`config.mk`:
```
export PLATFORM = sky130hd
export DESIGN_NAME = atc_timer
export DESIGN_NICKNAME = d
export VERILOG_FILES = /design/src/hw/atc_pkg.sv /design/src/hw/atc_prescaler.sv /design/src/hw/atc_timer.sv
export SDC_FILE = /design/constraint.sdc
export NUM_CORES = 1
export LEC_CHECK = 0
export ABC_CLOCK_PERIOD_IN_PS = 2500
export BUFFER_PORTS_ARGS = -buffer_cell sky130_fd_sc_hd__buf_2
export CAP_MARGIN = 15
export CELL_PAD_IN_SITES_DETAIL_PLACEMENT = 1
export CELL_PAD_IN_SITES_GLOBAL_PLACEMENT = 1
export CORE_MARGIN = 2
export CORE_UTILIZATION = 45
export DETAILED_ROUTE_END_ITERATION = 12
export PLACE_DENSITY_LB_ADDON = 0.05
export SETUP_SLACK_MARGIN = 0.3
export SLEW_MARGIN = 20
export SYNTH_ARGS = -nofsm -noshare
export SYNTH_HDL_FRONTEND = slang
export SYNTH_SLANG_ARGS = --single-unit
export TNS_END_PERCENT = 50
```
`constraint.sdc`:
```
create_clock -name I_REF_CLK -period 2.5 [get_ports I_REF_CLK]
set_clock_uncertainty 0.05 [all_clocks]
set_input_delay 0.5 -clock I_REF_CLK [delete_from_list [all_inputs] [get_ports I_REF_CLK]]
set_output_delay 0.5 -clock I_REF_CLK [all_outputs]
set_load 0.01 [all_outputs]
```
`src/hw/atc_pkg.sv`:
```
package atc_pkg;

	// I/O register offsets
	localparam logic [5:0] ADDR_ASYNC_TIMER_STATUS = 6'h22;
	localparam logic [5:0] ADDR_COMPARE_VALUE = 6'h23;
	localparam logic [5:0] ADDR_COUNT_VALUE = 6'h24;
	localparam logic [5:0] ADDR_TIMER_CONTROL = 6'h25;
	localparam logic [5:0] ADDR_TIMER_FLAGS = 6'h38;
	localparam logic [5:0] ADDR_TIMER_MASK = 6'h39;

	// Reset values
	localparam logic [7:0] RST_ASYNC_TIMER_STATUS = 8'h00;
	localparam logic [7:0] RST_COMPARE_VALUE = 8'h00;
	localparam logic [7:0] RST_COUNT_VALUE = 8'h00;
	localparam logic [7:0] RST_TIMER_CONTROL = 8'h00;
	localparam logic [1:0] RST_TIMER_FLAGS = 2'h0;
	localparam logic [1:0] RST_TIMER_MASK = 2'h0;

	// Status register bit positions
	localparam int STS_ASYNC_SELECT = 3;
	localparam int STS_COUNT_BUSY = 2;
	localparam int STS_COMPARE_BUSY = 1;
	localparam int STS_CONTROL_BUSY = 0;

	// Control register field positions
	localparam int CTL_WGM_LOW = 6;
	localparam int CTL_COM_HI = 5;
	localparam int CTL_COM_LO = 4;
	localparam int CTL_WGM_HIGH = 3;
	localparam int CTL_CS_HI = 2;
	localparam int CTL_CS_LO = 0;

	// Flag and mask register bit positions
	localparam int FLG_OVERFLOW = 0;
	localparam int FLG_COMPARE = 1;

	// Waveform generation modes
	localparam logic [1:0] WGM_NORMAL = 2'h0;
	localparam logic [1:0] WGM_CTC = 2'h2;
	localparam logic [1:0] WGM_FAST_PWM = 2'h3;

	// Compare output modes
	localparam logic [1:0] COM_OFF = 2'h0;
	localparam logic [1:0] COM_TOGGLE = 2'h1;
	localparam logic [1:0] COM_CLEAR = 2'h2;
	localparam logic [1:0] COM_SET = 2'h3;

	// Counter limits
	localparam logic [7:0] COUNT_MAX = 8'hFF;
	localparam logic [7:0] COUNT_BOTTOM = 8'h00;

	// Prescaler taps, one mask per clock-select code
	localparam int PRESCALE_WIDTH = 10;
	localparam logic [2:0] CS_STOPPED = 3'h0;
	localparam logic [9:0] PRE_MASK_1 = 10'h000;
	localparam logic [9:0] PRE_MASK_8 = 10'h007;
	localparam logic [9:0] PRE_MASK_32 = 10'h01F;
	localparam logic [9:0] PRE_MASK_64 = 10'h03F;
	localparam logic [9:0] PRE_MASK_128 = 10'h07F;
	localparam logic [9:0] PRE_MASK_256 = 10'h0FF;
	localparam logic [9:0] PRE_MASK_1024 = 10'h3FF;

endpackage

```
`src/hw/atc_prescaler.sv`:
```
`timescale 1ns/10ps
`default_nettype none

module atc_prescaler (
	input wire logic i_clk,
	input wire logic i_reset_n,
	input wire logic i_src_tick,
	input wire logic [2:0] i_clock_select,
	output logic o_tick
);

	logic [9:0] pre_count;
	logic [9:0] tap_mask;

	// Tap mask for each clock-select code
	function automatic logic [9:0] tap_of(input logic [2:0] cs);
		case (cs)
			3'h1: tap_of = atc_pkg::PRE_MASK_1;
			3'h2: tap_of = atc_pkg::PRE_MASK_8;
			3'h3: tap_of = atc_pkg::PRE_MASK_32;
			3'h4: tap_of = atc_pkg::PRE_MASK_64;
			3'h5: tap_of = atc_pkg::PRE_MASK_128;
			3'h6: tap_of = atc_pkg::PRE_MASK_256;
			3'h7: tap_of = atc_pkg::PRE_MASK_1024;
			default: tap_of = atc_pkg::PRE_MASK_1;
		endcase
	endfunction

	// Divided tick, none while stopped
	assign tap_mask = tap_of(i_clock_select);
	assign o_tick = (i_clock_select != atc_pkg::CS_STOPPED) && i_src_tick &&
		((pre_count & tap_mask) == tap_mask);

	// Free prescale counter on source ticks
	always_ff @(posedge i_clk) begin
		if (!i_reset_n || i_clock_select == atc_pkg::CS_STOPPED) begin
			pre_count <= 10'h000;
		end else if (i_src_tick) begin
			pre_count <= pre_count + 10'h001;
		end
	end

endmodule

`default_nettype wire

```
`src/hw/atc_timer.sv`:
```
// Summary of operation
// - Compare-match flag sets when counter hits compare value; enabled flag raises request.
// - Compare value below count misses match; counter wraps through 0xFF to 0x00.
// - Clear-on-compare mode with output mode 1 toggles waveform on each match.
// - Waveform drives pin only while the pin direction is output.
// - Toggle frequency is io clock over 2*N*(1+compare); zero gives clock/2.
// - Overflow flag sets in the timer tick where counter steps MAX to 0x00.
// - Generation mode 3 is fast PWM, counting BOTTOM to MAX, then BOTTOM.
// - Fast PWM non-inverting: clear output on match, set at BOTTOM.
// - Fast PWM inverting: set output on match, clear at BOTTOM.
// - Fast PWM: counter at MAX clears on the next timer tick.
// - Clock select 000 stops; 001..111 divide the selected clock source by 1..1024.
// - Async select low clocks from io clock; high from timer oscillator input.
// - Async counter write sets count busy until counter loads from holding register.
// - Async compare write sets compare busy until compare loads from holding register.
// - Async control write sets control busy until control loads from holding register.
// - Counter reads live value; compare and control read their holding registers.
`timescale 1ns/10ps
`default_nettype none

module atc_timer (
	input wire logic I_REF_CLK,
	input wire logic I_RESET_N,
	input wire logic [5:0] I_IO_ADDR,
	input wire logic I_IO_WRITE,
	input wire logic I_IO_READ,
	input wire logic [7:0] I_IO_WDATA,
	output logic [7:0] O_IO_RDATA,
	input wire logic I_TIMER_OSC_INPUT,
	input wire logic I_PIN_DIRECTION,
	output logic O_WAVEFORM_OUT,
	output logic O_WAVEFORM_OE,
	output logic O_COMPARE_IRQ,
	output logic O_OVERFLOW_IRQ
);

	// Registers
	logic async_select;
	logic count_busy;
	logic compare_busy;
	logic control_busy;
	logic [7:0] count_value_reg;
	logic [7:0] count_hold;
	logic [7:0] compare_value_reg;
	logic [7:0] compare_hold;
	logic [7:0] timer_control_reg;
	logic [7:0] control_hold;
	logic compare_match_flag;
	logic overflow_flag;
	logic [1:0] irq_mask;
	logic waveform_out;
	logic osc_prev;

	// Decoded wires
	logic wr_status;
	logic wr_compare;
	logic wr_count;
	logic wr_control;
	logic wr_flags;
	logic wr_mask;
	logic osc_rise;
	logic src_tick;
	logic timer_tick;
	logic count_load;
	logic step;
	logic [1:0] waveform_gen_mode;
	logic [1:0] compare_output_mode;
	logic [2:0] clock_select;
	logic is_ctc;
	logic is_pwm;
	logic at_max;
	logic match;
	logic match_event;
	logic wrap_event;
	logic [7:0] next_count;
	logic next_waveform;
	logic next_compare_flag;
	logic next_overflow_flag;
	logic [7:0] status_view;
	logic [7:0] read_mux;

	// Register write strobes
	assign wr_status = I_IO_WRITE && I_IO_ADDR == atc_pkg::ADDR_ASYNC_TIMER_STATUS;
	assign wr_compare = I_IO_WRITE && I_IO_ADDR == atc_pkg::ADDR_COMPARE_VALUE;
	assign wr_count = I_IO_WRITE && I_IO_ADDR == atc_pkg::ADDR_COUNT_VALUE;
	assign wr_control = I_IO_WRITE && I_IO_ADDR == atc_pkg::ADDR_TIMER_CONTROL;
	assign wr_flags = I_IO_WRITE && I_IO_ADDR == atc_pkg::ADDR_TIMER_FLAGS;
	assign wr_mask = I_IO_WRITE && I_IO_ADDR == atc_pkg::ADDR_TIMER_MASK;

	// Clock source: every io cycle or each oscillator rising edge
	assign osc_rise = I_TIMER_OSC_INPUT && !osc_prev;
	assign src_tick = async_select ? osc_rise : 1'b1;

	// Control fields
	assign waveform_gen_mode = {timer_control_reg[atc_pkg::CTL_WGM_HIGH], timer_control_reg[atc_pkg::CTL_WGM_LOW]};
	assign compare_output_mode = timer_control_reg[atc_pkg::CTL_COM_HI:atc_pkg::CTL_COM_LO];
	assign clock_select = timer_control_reg[atc_pkg::CTL_CS_HI:atc_pkg::CTL_CS_LO];
	assign is_ctc = waveform_gen_mode == atc_pkg::WGM_CTC;
	assign is_pwm = waveform_gen_mode == atc_pkg::WGM_FAST_PWM;

	// Prescaler producing the timer tick
	atc_prescaler u_prescaler (
		.i_clk(I_REF_CLK),
		.i_reset_n(I_RESET_N),
		.i_src_tick(src_tick),
		.i_clock_select(clock_select),
		.o_tick(timer_tick)
	);

	// Counter load has precedence over counting
	assign count_load = async_select ? (count_busy && osc_rise && !wr_count) : wr_count;
	assign step = timer_tick && !count_load;

	// Compare and wrap events
	assign at_max = count_value_reg == atc_pkg::COUNT_MAX;
	assign match = count_value_reg == compare_value_reg;
	assign match_event = step && match;
	assign wrap_event = step && at_max && !(is_ctc && match && !at_max);

	// Next counter value
	always_comb begin
		next_count = count_value_reg;
		if (count_load) begin
			next_count = async_select ? count_hold : I_IO_WDATA;
		end else if (step) begin
			if (is_ctc && match) begin
				next_count = atc_pkg::COUNT_BOTTOM;
			end else if (at_max) begin
				next_count = atc_pkg::COUNT_BOTTOM;
			end else begin
				next_count = count_value_reg + 8'h01;
			end
		end
	end

	// Next waveform level; BOTTOM wins over match in fast PWM
	always_comb begin
		next_waveform = waveform_out;
		if (is_pwm) begin
			if (step && at_max && compare_output_mode == atc_pkg::COM_CLEAR) begin
				next_waveform = 1'b1;
			end else if (step && at_max && compare_output_mode == atc_pkg::COM_SET) begin
				next_waveform = 1'b0;
			end else if (match_event && compare_output_mode == atc_pkg::COM_CLEAR) begin
				next_waveform = 1'b0;
			end else if (match_event && compare_output_mode == atc_pkg::COM_SET) begin
				next_waveform = 1'b1;
			end
		end else if (match_event) begin
			case (compare_output_mode)
				atc_pkg::COM_TOGGLE: next_waveform = !waveform_out;
				atc_pkg::COM_CLEAR: next_waveform = 1'b0;
				atc_pkg::COM_SET: next_waveform = 1'b1;
				default: next_waveform = waveform_out;
			endcase
		end
	end

	// Flags: a set in the clear cycle wins
	assign next_compare_flag = match_event ||
		(compare_match_flag && !(wr_flags && I_IO_WDATA[atc_pkg::FLG_COMPARE]));
	assign next_overflow_flag = wrap_event ||
		(overflow_flag && !(wr_flags && I_IO_WDATA[atc_pkg::FLG_OVERFLOW]));

	// Read view
	assign status_view = {4'h0, async_select, count_busy, compare_busy, control_busy};
	assign read_mux =
		(I_IO_ADDR == atc_pkg::ADDR_ASYNC_TIMER_STATUS) ? status_view :
		(I_IO_ADDR == atc_pkg::ADDR_COUNT_VALUE) ? count_value_reg :
		(I_IO_ADDR == atc_pkg::ADDR_COMPARE_VALUE) ? compare_hold :
		(I_IO_ADDR == atc_pkg::ADDR_TIMER_CONTROL) ? control_hold :
		(I_IO_ADDR == atc_pkg::ADDR_TIMER_FLAGS) ? {6'h00, compare_match_flag, overflow_flag} :
		(I_IO_ADDR == atc_pkg::ADDR_TIMER_MASK) ? {6'h00, irq_mask} : 8'h00;

	// Async select and oscillator edge history
	always_ff @(posedge I_REF_CLK) begin
		if (!I_RESET_N) begin
			async_select <= atc_pkg::RST_ASYNC_TIMER_STATUS[atc_pkg::STS_ASYNC_SELECT];
			osc_prev <= 1'b0;
		end else begin
			if (wr_status) begin
				async_select <= I_IO_WDATA[atc_pkg::STS_ASYNC_SELECT];
			end
			osc_prev <= I_TIMER_OSC_INPUT;
		end
	end

	// Busy flags: a write on the load edge keeps the flag set
	always_ff @(posedge I_REF_CLK) begin
		if (!I_RESET_N) begin
			count_busy <= atc_pkg::RST_ASYNC_TIMER_STATUS[atc_pkg::STS_COUNT_BUSY];
			compare_busy <= atc_pkg::RST_ASYNC_TIMER_STATUS[atc_pkg::STS_COMPARE_BUSY];
			control_busy <= atc_pkg::RST_ASYNC_TIMER_STATUS[atc_pkg::STS_CONTROL_BUSY];
		end else begin
			count_busy <= (async_select && wr_count) || (count_busy && !osc_rise);
			compare_busy <= (async_select && wr_compare) || (compare_busy && !osc_rise);
			control_busy <= (async_select && wr_control) || (control_busy && !osc_rise);
		end
	end

	// Holding registers take every write
	always_ff @(posedge I_REF_CLK) begin
		if (!I_RESET_N) begin
			count_hold <= atc_pkg::RST_COUNT_VALUE;
			compare_hold <= atc_pkg::RST_COMPARE_VALUE;
			control_hold <= atc_pkg::RST_TIMER_CONTROL;
		end else begin
			if (wr_count) begin
				count_hold <= I_IO_WDATA;
			end
			if (wr_compare) begin
				compare_hold <= I_IO_WDATA;
			end
			if (wr_control) begin
				control_hold <= I_IO_WDATA;
			end
		end
	end

	// Live compare and control: direct when synchronous, on oscillator edge when async
	always_ff @(posedge I_REF_CLK) begin
		if (!I_RESET_N) begin
			compare_value_reg <= atc_pkg::RST_COMPARE_VALUE;
			timer_control_reg <= atc_pkg::RST_TIMER_CONTROL;
		end else begin
			if (!async_select && wr_compare) begin
				compare_value_reg <= I_IO_WDATA;
			end else if (async_select && compare_busy && osc_rise && !wr_compare) begin
				compare_value_reg <= compare_hold;
			end
			if (!async_select && wr_control) begin
				timer_control_reg <= I_IO_WDATA;
			end else if (async_select && control_busy && osc_rise && !wr_control) begin
				timer_control_reg <= control_hold;
			end
		end
	end

	// Counter, waveform and flags
	always_ff @(posedge I_REF_CLK) begin
		if (!I_RESET_N) begin
			count_value_reg <= atc_pkg::RST_COUNT_VALUE;
			waveform_out <= 1'b0;
			compare_match_flag <= atc_pkg::RST_TIMER_FLAGS[atc_pkg::FLG_COMPARE];
			overflow_flag <= atc_pkg::RST_TIMER_FLAGS[atc_pkg::FLG_OVERFLOW];
			irq_mask <= atc_pkg::RST_TIMER_MASK;
		end else begin
			count_value_reg <= next_count;
			waveform_out <= next_waveform;
			compare_match_flag <= next_compare_flag;
			overflow_flag <= next_overflow_flag;
			if (wr_mask) begin
				irq_mask <= I_IO_WDATA[1:0];
			end
		end
	end

	// Registered outputs
	always_ff @(posedge I_REF_CLK) begin
		if (!I_RESET_N) begin
			O_IO_RDATA <= 8'h00;
			O_WAVEFORM_OUT <= 1'b0;
			O_WAVEFORM_OE <= 1'b0;
			O_COMPARE_IRQ <= 1'b0;
			O_OVERFLOW_IRQ <= 1'b0;
		end else begin
			if (I_IO_READ) begin
				O_IO_RDATA <= read_mux;
			end
			O_WAVEFORM_OUT <= next_waveform;
			O_WAVEFORM_OE <= I_PIN_DIRECTION && compare_output_mode != atc_pkg::COM_OFF;
			O_COMPARE_IRQ <= next_compare_flag && irq_mask[atc_pkg::FLG_COMPARE];
			O_OVERFLOW_IRQ <= next_overflow_flag && irq_mask[atc_pkg::FLG_OVERFLOW];
		end
	end
endmodule

`default_nettype wire

```
==> results.ini <==
[outcome]
outcome=complete, no violations

[logic_synthesis]
syn_area_per_cell_um2=8.38
async_flop_share=0
synth_edf_count=0
yosysUniqueCellTypes=55
ys_seq_elements=78
synthCells=475
synth-adder-area-share=0.00629
yosys_warnings=0
synth_top_family_by_area=simple AND/OR/NAND/NOR gates
synth_xor_area_frac=0.0374
synthMuxAreaShare=0.0399
yosys.area_share.simple=0.254
synth_ff_type=dfxtp_1
netlist_area_um2=3980
synth_compound_gate_area_share=0.234
syn-num-nets=497
ys_seq_area_frac=0.392

[finish]
final_cell_mix=dfxtp_1 (77), nand2_1 (75), nor2_1 (36)
layoutNonFillerInstCount=629
final_common_cell=dfxtp_1
area_growth_pct=14.6
finalNetCount=538
antennaDiodeCount=0
top_register=u_prescaler.pre_count
design_area_um2=4560
drive_gt1_frac=0.167
post-route-util=0.528
largest_reg_flops=10

[global_route]
overflow=0
grt_pass1_wl_um=20900
grt_max_degree=43
grt_pass1_vias=3857
antenna_found_initial=0
grtUsageTotal=0.275

[setup_path]
crit_type=reg2reg
endpoint_kind=register
crit_path_start_kind=register
reg2reg_depth=5
rr_endpoint=count_value_reg[6]
arrival_ps=2360
critical_path.max_fanout=10
worstPathRequired_ps=2740
critPathCapture=count_value_reg[6]
r2r-start=timer_control_reg[0]
reg2reg_slack_ps=380
crit_start=timer_control_reg[0]

[worst_hold_path]
min_path_cells=2
min_from=I_PIN_DIRECTION
min_path_type=in2reg

[routing]
routedWlPerCell_um=19.8
vias=3704
top_layer=met4
wl_met1_um=5830
first_pass_iters=4
drtAntennaViolNets=0
vias_per_cell=5.89
wl_met2_um=5820
routed_wl_um=12400
drc_errors=0
met3WireLength_um=624
drtIter0Drc=139

[sta]
finalCritPeriodShare=0.848
setup_viol=0
worst_slew_pin_slew_ps=746
report.final.slew_viol_count=0
slew_headroom=0.500
rsz0062_at_grt=yes
hold_ws_ps=327
fmax_mhz=472
setup_ws_ps=379
hold_viol_final=0
min_period_ps=2120
finalSetupTns_ps=0

[floorplan]
dieArea_um2=9610
dieWidth_um=98.0
start_util=0.461
die_y_um=98.0
num_rows=34
ios=32
fp.coreArea_um2=8640

[power]
total_power_mw=2.29
power.density_nw_per_um2=503
vdd_drop_max_uv=245
leakage_nw=1.85

[cts]
cts_made_buffers=9
clk_path_buf_depth=2
h-tree-depth=3
tritoncts=done
numClockSinks=78
insertion_delay_ps=360
clockRootBuffer=clkbuf_8
path_clk_slew_ps=90

[placement]
dp_hpwl_um=9120
portBuffers=31
place_congestion=0.861
dpl_cell_area_um2=4360
place_ws_ps=168
dp.cells=611

[flow_run]
drv_cap=0

==> layer usage <==
| layer | global-route usage | vias up |
|---|---|---|
| met3 | 0.0429 | 13 |
| met5 | 0 | - |
| li1 | - | 1785 |
| met4 | 0.0940 | 0 |
| met2 | 0.436 | 85 |
| met1 | 0.382 | 1821 |
==> kinds of logic (layout without fill, tap and decap cells) <==
group,count (synthesis),after routing
compound gates,126,126
xor+xnor,17,17
fa+ha+maj,2,2
buf+inv,37,83
flops,78,78
mux,15,15
simple gates,200,200
==> worst max-delay path, stage by stage, from the launching register on <==
cell	delay (ps)
dfxtp_1	380
or3b_1	420
a21oi_2	210
o2111ai_4	250
or4b_1	550
a31oi_1	190
==> cell usage after synthesis, drive strengths merged, types with 3 or more instances <==
| master | count | area share |
|---|---|---|
| nor4b | 5 | 0.015 |
| o21ai | 20 | 0.025 |
| o211ai | 6 | 0.013 |
| xnor2 | 5 | 0.011 |
| a21boi | 31 | 0.058 |
| nor3b | 4 | 0.0075 |
| a31oi | 4 | 0.0063 |
| mux2i | 11 | 0.029 |
| xor2 | 12 | 0.026 |
| nand2b | 3 | 0.0047 |
| a32oi | 3 | 0.0066 |
| nor3 | 3 | 0.0038 |
| o211a | 10 | 0.025 |
| nor2 | 36 | 0.034 |
| nor2b | 11 | 0.017 |
| nand4 | 3 | 0.0047 |
| nand3 | 26 | 0.033 |
| a21oi | 16 | 0.021 |
| dfxtp | 78 | 0.39 |
| a22oi | 11 | 0.021 |
| mux2 | 4 | 0.011 |
| buf | 6 | 0.0069 |
| a22o | 4 | 0.0088 |
| o221ai | 5 | 0.011 |
| and2 | 8 | 0.013 |
| inv | 10 | 0.0094 |
| clkbuf | 21 | 0.020 |
| and3 | 11 | 0.017 |
| nor4 | 4 | 0.0063 |
| nand2 | 75 | 0.071 |
| a211o | 4 | 0.0088 |
==> power breakdown <==
group | leakage (nW) | internal (mW) | total, mW | switching, mW
clock network | 0.0751 | 0.366 | 0.881 | 0.515
registers | 0.630 | 1.25 | 1.26 | 0.00780
logic | 1.15 | 0.0574 | 0.155 | 0.0975
total | 1.85 | 1.67 | 2.29 | 0.621
==> worst min path at each step <==
stage,endpoint,slack (ps)
after floorplan,count_hold[7],390
after global placement,count_hold[1],400
after detailed placement,count_hold[3],410
after CTS,O_WAVEFORM_OE,320
after global routing,O_WAVEFORM_OE,330
final,O_WAVEFORM_OE,330
==> area by class of cell <==
cell class / count / area (um^2)
clock buffers: 10 / 128
clock inverters: 6 / 47.5
fillers: 1103 / 4080
inverters: 10 / 37.5
multi-input cells: 360 / 2280
flip-flops and latches: 78 / 1560
well taps: 108 / 135
repair buffers: 57 / 363
==> timing repair <==
item,in CTS,in global routing
buffers inserted,0,2
gates resized for setup,0,2
endpoints found under the hold margin,0,0
hold buffers,0,0
pin swaps,0,0
setup endpoints to repair,2,7
No activity file was read; power rests on OpenSTA's default activity.
